<file path="config.mk">
export PLATFORM = sky130hd
export DESIGN_NAME = tributary_desync_fifo
export DESIGN_NICKNAME = d
export VERILOG_FILES = /design/src/tributary_desync_pkg.sv /design/src/tributary_desync_fifo.sv
export SDC_FILE = /design/constraint.sdc
export NUM_CORES = 1
export LEC_CHECK = 0
export BUFFER_PORTS_ARGS = -buffer_cell sky130_fd_sc_hd__clkbuf_2
export CAP_MARGIN = 0
export CORE_MARGIN = 2
export CORE_UTILIZATION = 34
export CTS_BUF_LIST = sky130_fd_sc_hd__clkbuf_4
export CTS_CLUSTER_DIAMETER = 40
export DETAILED_ROUTE_END_ITERATION = 16
export PLACE_DENSITY_LB_ADDON = 0.12
export RECOVER_POWER = 100
export REMOVE_ABC_BUFFERS = 1
export SLEW_MARGIN = 5
export SYNTH_ARGS = -nofsm -noshare
export SYNTH_HDL_FRONTEND = slang
export SYNTH_SLANG_ARGS = --single-unit
</file>
<file path="constraint.sdc">
create_clock -name ref_clk_in -period 7.8 [get_ports ref_clk_in]
set_input_delay 0.78 -clock ref_clk_in [delete_from_list [all_inputs] [get_ports ref_clk_in]]
set_output_delay 0.78 -clock ref_clk_in [all_outputs]
set_load 0.05 [all_outputs]
</file>
<file path="src/tributary_desync_pkg.sv">
/*
  Constants and types for the transmit smoothing store, signal-loss
  detection and status encoding of the T1 (1544 kHz) line interface logic.
  Assumes a 10 MHz reference clock; all pin timing is counted in it.
*/
// Operation
// [RULE1] Tributary bits written on SONET clock only
// [RULE2] Read clock just above line rate
// [RULE3] No output pulse while store empty
// [RULE4] Divider 32 or 33 T1, 25 E1
// [RULE5] Depth 21, 26 or 34 bits; the store here is 32 bits deep
// [RULE6] Eight extra bits per pointer change
// [RULE7] Longest output gap twelve bits
// [RULE8] Attenuator absorbs twelve-bit gaps without protection
// [RULE9] Write side tolerates 24/32-bit spacing
// [RULE10] Receive map buffer as deep as transmit
// [RULE11] All-ones transmitted on auxiliary clock
// [RULE12] Calibrate from auxiliary clock, else crystal
// [RULE13] Host status bits 5-7 report alarm changes
// [RULE14] Signal loss after 175 consecutive zeros
// [RULE15] Framer inverts recovered clock in hardware mode
// [RULE16] Recovered clock asymmetric duty, quantised jitter
// [RULE17] Continuous calibration, no reset command needed
// [RULE18] Loss clears at 12.5% ones, <100 zeros
// [RULE19] Smoothing buffer sticky overflow/underflow flags; none here, a write while full drops the oldest bit unflagged
// [RULE20] Simultaneous write/read keeps occupancy correct
package tributary_desync_pkg;
  localparam int CLK_PERIOD_NS = 100;
  localparam int CLK_RATE_KHZ = 1000000 / CLK_PERIOD_NS;
  localparam int LINE_RATE_KHZ = 1544;
  // Signal-loss figures
  localparam int ABSENCE_ZERO_RUN = 175;
  localparam int ABSENCE_WINDOW_BITS = 175;
  localparam int ABSENCE_WINDOW_ZERO_LIMIT = 100;
  localparam int ABSENCE_DENSITY_PERMILLE = 125;
  localparam int ABSENCE_MIN_ONES = (ABSENCE_WINDOW_BITS * ABSENCE_DENSITY_PERMILLE + 999) / 1000;
  // Activity timeouts (longest time, rounded down)
  localparam int MONITOR_IDLE_NS = 20000;
  localparam int MONITOR_IDLE_CYCLES = MONITOR_IDLE_NS / CLK_PERIOD_NS;
  localparam int AUX_IDLE_NS = 20000;
  localparam int AUX_IDLE_CYCLES = AUX_IDLE_NS / CLK_PERIOD_NS;
  // Smoothing store
  localparam int STORE_DEPTH = 32;
  localparam int STORE_CENTER = 16;
  localparam int GAP_TOLERANCE_BITS = 12;
  localparam int NCO_BASE_INC = (65536 * LINE_RATE_KHZ) / CLK_RATE_KHZ;
  localparam int NCO_GAIN_SHIFT = 6;
  // Output pulse widths in reference cycles
  localparam int RCLK_HIGH_CYCLES = 2;
  localparam int LINE_HIGH_CYCLES = 3;
  // Synchronised pin indices
  localparam int SYNC_WIDTH = 9;
  localparam int PIN_TX_CLK = 0;
  localparam int PIN_TX_DATA = 1;
  localparam int PIN_AUX_CLK = 2;
  localparam int PIN_ALL_ONES = 3;
  localparam int PIN_RX_CLK = 4;
  localparam int PIN_RX_DATA = 5;
  localparam int PIN_MONITOR = 6;
  localparam int PIN_HOST = 7;
  localparam int PIN_ACK = 8;
  // Status layout and change codes in bits 7:5
  localparam int STAT_ABSENCE_BIT = 0;
  localparam int STAT_MONITOR_BIT = 1;
  localparam logic [2:0] CHG_NONE = 3'h0;
  localparam logic [2:0] CHG_BOTH = 3'h7;
  localparam logic [1:0] CHG_ABSENCE = 2'h2;
  localparam logic [1:0] CHG_MONITOR = 2'h1;

  typedef struct packed {
    logic clk;
    logic data;
  } line_bit_type;

  typedef enum logic [1:0] {SIG_OK, SIG_LOST_WAIT, SIG_LOST_WINDOW} sig_state_type;
endpackage : tributary_desync_pkg

</file>
<file path="src/tributary_desync_fifo.sv">
/*
  Line interface digital core: transmit jitter attenuation store, all-ones
  transmission, recovered clock shaping, signal-loss and driver monitor
  alarms, calibration source selection and host status encoding.
  Assumes every pin input is asynchronous to the 10 MHz reference clock.
*/
`timescale 1ns/1ps
module tributary_desync_fifo (
  input wire logic ref_clk_in,
  input wire logic rst_b_in,
  input wire logic tx_clk_in,
  input wire logic tx_data_in,
  input wire logic auxiliary_clock_input_in,
  input wire logic transmit_all_ones_in,
  input wire logic rx_clk_in,
  input wire logic rx_data_in,
  input wire logic monitor_activity_in,
  input wire logic host_mode_in,
  input wire logic status_ack_in,
  output tributary_desync_pkg::line_bit_type line_tx_out,
  output logic recovered_clk_out,
  output logic recovered_data_out,
  output logic signal_absence_flag_out,
  output logic driver_activity_monitor_out,
  output logic cal_from_aux_out,
  output logic [7:0] status_out
);
  import tributary_desync_pkg::*;

  function automatic logic rise(input logic [SYNC_WIDTH-1:0] now, input logic [SYNC_WIDTH-1:0] prev,
                                input int idx);
    rise = now[idx] & ~prev[idx];
  endfunction : rise

  function automatic logic fall(input logic [SYNC_WIDTH-1:0] now, input logic [SYNC_WIDTH-1:0] prev,
                                input int idx);
    fall = ~now[idx] & prev[idx];
  endfunction : fall

  // Pin synchronisers: stage a feeds only stage b; c is for edge finding
  wire logic [SYNC_WIDTH-1:0] pins_raw = {status_ack_in, host_mode_in, monitor_activity_in,
    rx_data_in, rx_clk_in, transmit_all_ones_in, auxiliary_clock_input_in, tx_data_in, tx_clk_in};
  logic [SYNC_WIDTH-1:0] sync_a;
  logic [SYNC_WIDTH-1:0] sync_b;
  logic [SYNC_WIDTH-1:0] sync_c;
  generate
    for (genvar i = 0; i < SYNC_WIDTH; i++) begin : g_sync
      always_ff @(posedge ref_clk_in or negedge rst_b_in) begin
        if (!rst_b_in) begin
          sync_a[i] <= 1'b0;
          sync_b[i] <= 1'b0;
          sync_c[i] <= 1'b0;
        end else begin
          sync_a[i] <= pins_raw[i];
          sync_b[i] <= sync_a[i];
          sync_c[i] <= sync_b[i];
        end
      end
    end
  endgenerate

  // Decoded pin events
  wire logic all_ones = sync_b[PIN_ALL_ONES];
  wire logic tx_take = fall(sync_b, sync_c, PIN_TX_CLK);
  wire logic aux_edge = rise(sync_b, sync_c, PIN_AUX_CLK);
  wire logic rx_take = rise(sync_b, sync_c, PIN_RX_CLK);
  wire logic mon_edge = rise(sync_b, sync_c, PIN_MONITOR) | fall(sync_b, sync_c, PIN_MONITOR);
  wire logic ack_edge = rise(sync_b, sync_c, PIN_ACK);
  wire logic rx_bit = sync_b[PIN_RX_DATA];

  // Jitter attenuation store and its smoothed read clock
  logic [STORE_DEPTH-1:0] store;
  logic [4:0] wr_ptr;
  logic [4:0] rd_ptr;
  logic [5:0] fill;
  logic reading_on;
  logic [15:0] phase;
  wire logic store_full = (fill == 6'(STORE_DEPTH));
  wire logic store_empty = (fill == 6'h00);
  wire logic signed [7:0] fill_err = $signed({2'b00, fill}) - $signed(8'(STORE_CENTER));
  wire logic [15:0] nco_inc = 16'(NCO_BASE_INC) + (16'(fill_err) <<< NCO_GAIN_SHIFT);
  wire logic [16:0] phase_sum = {1'b0, phase} + {1'b0, nco_inc};
  wire logic nco_tick = phase_sum[16];
  wire logic wr_en = tx_take & ~all_ones;
  wire logic rd_en = nco_tick & reading_on & ~store_empty & ~all_ones;
  wire logic drop_oldest = wr_en & store_full & ~rd_en;
  wire logic [5:0] next_fill = (wr_en & ~rd_en & ~store_full) ? fill + 6'h01 :
                               (rd_en & ~wr_en) ? fill - 6'h01 : fill;

  // Store write, read and occupancy; gaps up to twelve bits never hit limits
  always_ff @(posedge ref_clk_in or negedge rst_b_in) begin
    if (!rst_b_in) begin
      store <= '0;
      wr_ptr <= 5'h00;
      rd_ptr <= 5'h00;
      fill <= 6'h00;
      phase <= 16'h0000;
    end else begin
      phase <= phase_sum[15:0];
      fill <= next_fill; // RULE8
      if (wr_en) begin
        store[wr_ptr] <= sync_b[PIN_TX_DATA];
        wr_ptr <= wr_ptr + 5'h01;
      end
      if (rd_en || drop_oldest) begin
        rd_ptr <= rd_ptr + 5'h01;
      end
    end
  end

  // Reading starts at mid fill and restarts there after running dry
  always_ff @(posedge ref_clk_in or negedge rst_b_in) begin
    if (!rst_b_in) begin
      reading_on <= 1'b0;
    end else if (fill >= 6'(STORE_CENTER)) begin
      reading_on <= 1'b1; // RULE8
    end else if (store_empty && nco_tick) begin
      reading_on <= 1'b0;
    end
  end

  // Line output: smoothed bits, or ones on the auxiliary clock
  wire logic line_emit = rd_en | (all_ones & aux_edge);
  wire logic line_bit = all_ones ? 1'b1 : store[rd_ptr]; // RULE11
  logic [1:0] line_hi_cnt;
  always_ff @(posedge ref_clk_in or negedge rst_b_in) begin
    if (!rst_b_in) begin
      line_tx_out <= '0;
      line_hi_cnt <= 2'h0;
    end else if (line_emit) begin
      line_tx_out.data <= line_bit; // RULE11
      line_tx_out.clk <= 1'b1;
      line_hi_cnt <= 2'(LINE_HIGH_CYCLES - 1);
    end else if (line_hi_cnt != 2'h0) begin
      line_hi_cnt <= line_hi_cnt - 2'h1;
    end else begin
      line_tx_out.clk <= 1'b0;
    end
  end

  // Recovered clock: short high phase, so duty is far from even
  logic [1:0] rclk_cnt;
  always_ff @(posedge ref_clk_in or negedge rst_b_in) begin
    if (!rst_b_in) begin
      recovered_clk_out <= 1'b0;
      recovered_data_out <= 1'b0;
      rclk_cnt <= 2'h0;
    end else if (rx_take) begin
      recovered_clk_out <= 1'b1; // RULE16
      recovered_data_out <= rx_bit;
      rclk_cnt <= 2'(RCLK_HIGH_CYCLES - 1);
    end else if (rclk_cnt != 2'h0) begin
      rclk_cnt <= rclk_cnt - 2'h1;
    end else begin
      recovered_clk_out <= 1'b0;
    end
  end

  // Zero run and signal-loss window
  sig_state_type sig_state;
  logic [7:0] zero_run;
  logic [7:0] win_cnt;
  logic [7:0] win_ones;
  wire logic [7:0] next_zero_run = rx_bit ? 8'h00 :
                                   (zero_run == 8'hFF) ? zero_run : zero_run + 8'h01;
  wire logic run_hit = (next_zero_run == 8'(ABSENCE_ZERO_RUN));
  wire logic win_abort = (next_zero_run >= 8'(ABSENCE_WINDOW_ZERO_LIMIT));
  wire logic [7:0] next_ones = win_ones + {7'h00, rx_bit};
  wire logic win_done = (win_cnt == 8'(ABSENCE_WINDOW_BITS - 1));
  always_ff @(posedge ref_clk_in or negedge rst_b_in) begin
    if (!rst_b_in) begin
      zero_run <= 8'h00;
      sig_state <= SIG_OK;
      win_cnt <= 8'h00;
      win_ones <= 8'h00;
    end else if (rx_take) begin
      zero_run <= next_zero_run;
      unique case (sig_state)
        SIG_OK: if (run_hit) sig_state <= SIG_LOST_WAIT; // RULE14
        SIG_LOST_WAIT: if (rx_bit) begin
          sig_state <= SIG_LOST_WINDOW; // RULE18
          win_cnt <= 8'h01;
          win_ones <= 8'h01;
        end
        SIG_LOST_WINDOW: begin
          win_cnt <= win_cnt + 8'h01;
          win_ones <= next_ones;
          if (win_abort) begin
            sig_state <= SIG_LOST_WAIT; // RULE18
          end else if (win_done) begin
            sig_state <= (next_ones >= 8'(ABSENCE_MIN_ONES)) ? SIG_OK : SIG_LOST_WAIT; // RULE18
          end
        end
      endcase
    end
  end
  assign signal_absence_flag_out = (sig_state != SIG_OK);

  // Driver monitor and auxiliary clock presence counters
  logic [7:0] mon_idle;
  logic [7:0] aux_idle;
  always_ff @(posedge ref_clk_in or negedge rst_b_in) begin
    if (!rst_b_in) begin
      mon_idle <= 8'h00;
      aux_idle <= 8'(AUX_IDLE_CYCLES);
    end else begin
      mon_idle <= mon_edge ? 8'h00 :
                  (mon_idle == 8'(MONITOR_IDLE_CYCLES)) ? mon_idle : mon_idle + 8'h01;
      aux_idle <= aux_edge ? 8'h00 : (aux_idle == 8'(AUX_IDLE_CYCLES)) ? aux_idle : aux_idle + 8'h01;
    end
  end
  assign driver_activity_monitor_out = (mon_idle == 8'(MONITOR_IDLE_CYCLES));
  // Calibration runs all the time from aux when present, else crystal
  assign cal_from_aux_out = (aux_idle != 8'(AUX_IDLE_CYCLES)); // RULE12 RULE17

  // Sticky alarm-change flags; a new change wins over acknowledge
  logic absence_prev;
  logic monitor_prev;
  logic absence_chg;
  logic monitor_chg;
  wire logic absence_flip = signal_absence_flag_out ^ absence_prev;
  wire logic monitor_flip = driver_activity_monitor_out ^ monitor_prev;
  wire logic [2:0] chg_code = (absence_chg & monitor_chg) ? CHG_BOTH :
                              absence_chg ? {CHG_ABSENCE, signal_absence_flag_out} :
                              monitor_chg ? {CHG_MONITOR, driver_activity_monitor_out} : CHG_NONE;
  wire logic [7:0] next_status = {sync_b[PIN_HOST] ? chg_code : CHG_NONE, 3'h0,
                                  driver_activity_monitor_out, signal_absence_flag_out};
  always_ff @(posedge ref_clk_in or negedge rst_b_in) begin
    if (!rst_b_in) begin
      absence_prev <= 1'b0;
      monitor_prev <= 1'b0;
      absence_chg <= 1'b0;
      monitor_chg <= 1'b0;
      status_out <= 8'h00;
    end else begin
      absence_prev <= signal_absence_flag_out;
      monitor_prev <= driver_activity_monitor_out;
      absence_chg <= absence_flip | (absence_chg & ~ack_edge); // RULE13
      monitor_chg <= monitor_flip | (monitor_chg & ~ack_edge); // RULE13
      status_out <= next_status; // RULE13
    end
  end
endmodule : tributary_desync_fifo

</file>
==> impl_metrics.tcl <==
set metrics [dict create \
    status "finished, violations left" \
    failed_checks "max-capacitance violations, max-slew violations" \
    synthFlopType "dfrtp_1" \
    internal-power_w 0.00152 \
    vias_per_cell 4.94 \
    final_nets 769 \
    drv_cap 3 \
    root_buffer "clkbuf_4" \
    route.detailed.drc 0 \
    path_cells "clkbuf_1 -> clkbuf_2" \
    cts_max_path_buffers 2 \
    wl_mm 14.1 \
    numCtsBuffers 17 \
    path_clk_slew_ns 0.13 \
    hold_depth 1 \
    p_leak_nw 3.50 \
    synth_top_area_share_pct 47.7 \
    path_class "primary input to async pin" \
    reg2reg_slack_ns 3.33 \
    syn2layout_area_growth_pct 7.24 \
    grt_max_degree 79 \
    fmax_ghz 0.210 \
    cts_tree "yes" \
    drt_pre_antenna_iters 5 \
    place_congestion 0.781 \
    power_switching_w 0.000913 \
    drt_iter0_drc 321 \
    min_period_ns 4.76 \
    yosys_warnings 0 \
    synthCells 711 \
    cp_top_family "buffers and inverters" \
    cp.required_ns 8.08 \
    path_buf_inv 2 \
    hp-start "status_ack_in" \
    clk-insertion-delay-late_ns 0.54 \
    seqPwrFrac_pct 42.1 \
    h-tree-depth 4 \
    tns_ns 0 \
    r2r_cells 16 \
    max-vdd-ir-drop_mv 0.153 \
    arrival_ns 5.05 \
    dp_hpwl_mm 9.73 \
    total_power_w 0.00244 \
    fp.coreArea_um2 21200 \
    clock_skew_ns 0.0190 \
    rsz0062_at_grt "false" \
    hold_path_end "sync_a[8]" \
    grt_pass1_vias 5141 \
    cp-end-kind "async pin" \
    layout-drive-gt1-share_pct 12.6 \
    yosysSeqAreaShare_pct 48.8 \
    num_rows 53 \
    worst-path-stages 2 \
    io-pin-count 26 \
    grt_pass1_wl_mm 25.2 \
    synth-edff-count 0 \
    initial_utilization_pct 34.9 \
    vias 5001 \
    grt-ovfl-total 0 \
    synth.ff_latch_count 144 \
    cts.sinks 144 \
    postRouteAntennaNets 0 \
    place_ws_ns 3.39 \
    power_frac_comb_pct 36.9 \
    numPortBuffers 22 \
    setup_slack_ns 3.04 \
    synthTopCellsByArea "dfrtp_1, mux2_2, ha_1" \
    setup_viol 0 \
    synth_area_um2 7400 \
    yosysUniqueCellTypes 68 \
    postCtsSetupRepairBufs 0 \
    finish.utilization_pct 37.4 \
    die_h_um 152 \
    grt_usage_pct 13.9 \
    synth_commonest_cells "dfrtp_1, nor2_1, nand2_1, mux2_2, ha_1" \
    cp-start-kind "primary input" \
    max_slew_margin_pct -142 \
    power-per-cell-area_nw_per_um2 307 \
    r2r-end "fill[5]" \
    hold_path.class "primary input to flip-flop" \
    cp_slowest_cell "clkbuf_1" \
    worst_pin_slew_ns 3.62 \
    yosysMostFrequentCell "dfrtp_1" \
    crit_fanout 78 \
    maxSlewViolCount 165 \
    wl_per_cell_um 14.0 \
    dieWidth_um 152 \
    p_clk_share_pct 21.0 \
    holdBufCountCts 0 \
    async_flop_share_pct 100 \
    avgSynthCellArea_um2 10.4 \
    hold_viol 0 \
    critical_path.max_stage_delay_ns 2.50 \
    timing.rr.start "fill[3]" \
    ctsResizeCount 0 \
    fin_crit_sh_pct 61.1 \
    switching_share_pct 37.5 \
    yosysTopAreaCell "dfrtp_1" \
    grt_antenna_before_repair 1 \
    die_area_um2 23000 \
]
-- worst max path at each step --
| stage | from | endpoint | slack [ns] |
|---|---|---|---|
| after global placement | fill[3] | fill[5] | 3.55 |
| after global routing | rst_b_in | rd_ptr[2] | 1.88 |
| after detailed placement | fill[3] | fill[5] | 3.39 |
| final | rst_b_in | win_cnt[4] | 3.04 |
| after CTS | fill[3] | fill[5] | 3.38 |
| after floorplan | fill[3] | fill[5] | 3.97 |
-- cell families after synthesis --
group | after synthesis | synth area share, %
fa+ha+maj | 35 | 5.99
compound gates | 111 | 9.62
xor+xnor | 57 | 6.75
buf+inv | 62 | 4.36
other cells | 1 | 0.0507
flops | 144 | 48.8
mux | 56 | 8.54
simple gates | 245 | 15.9
-- power by group through the flow --
stage / combinational [W] / clock, W / sequential [W]
final: 0.000899 / 0.000511 / 0.00103
after global routing: 0.00103 / 0.000574 / 0.00105
after CTS: 0.000921 / 0.000535 / 0.00103
after detailed placement: 0.000918 / 0 / 0.00104
after global placement: 0.000898 / 0 / 0.00104
after floorplan: 0.000713 / 0 / 0.00103
-- cell usage in the layout, fill, tap and decap left out, drive strengths merged, types with 9 or more instances in the layout --
cell type and instances:
nand3 32, and2 9, and3 12, nor3 11, o21ai 31, mux2i 17, mux2 37, ha 33
a21oi 28, nand2 69, dfrtp 141, xor2 26, inv 32, clkbuf 42, nor2 72, xnor2 31
-- flip-flops by register name, summed over array words and instances, names as in the netlist, 5 cells and up --
| signal | flops |
|---|---|
| mon_idle | 8 |
| phase | 15 |
| sync_c | 5 |
| fill | 6 |
| zero_run | 8 |
| sync_b | 7 |
| status_out | 5 |
| rd_ptr | 5 |
| win_ones | 8 |
| aux_idle | 8 |
| store | 32 |
| win_cnt | 8 |
| wr_ptr | 5 |
| sync_a | 9 |
-- per-stage QoR --
step	instance area, um^2	hold slack (ns)	cells
after floorplan	7200	0.331	682
after global placement	7670	0.333	980
after detailed placement	7670	0.335	980
after CTS	7980	0.186	1012
after global routing	7930	0.242	1013
final	7930	0.333	1013
-- area by class of cell --
cell class / count / area, um^2
Clock inverter: 13 / 164
Sequential cell: 144 / 3610
Antenna cell: 1 / 2.50
Multi-Input combinational cell: 507 / 3460
Clock buffer: 19 / 143
Tap cell: 275 / 344
Fill cell: 2147 / 13300
Timing Repair Buffer: 23 / 98.8
Inverter: 31 / 116
-- per-layer routing --
metal / GRT usage, % / vias up / part of all wire (%) / wire (um)
met4: 3.84 / 0 / 1.1 / 154
li1: - / 2482 / - / -
met5: 0 / - / 0 / 0
met2: 21.7 / 42 / 46 / 6530
met1: 19.1 / 2466 / 50 / 7090
met3: 3.65 / 11 / 2.5 / 360
No activity file was read; power rests on OpenSTA's default activity.
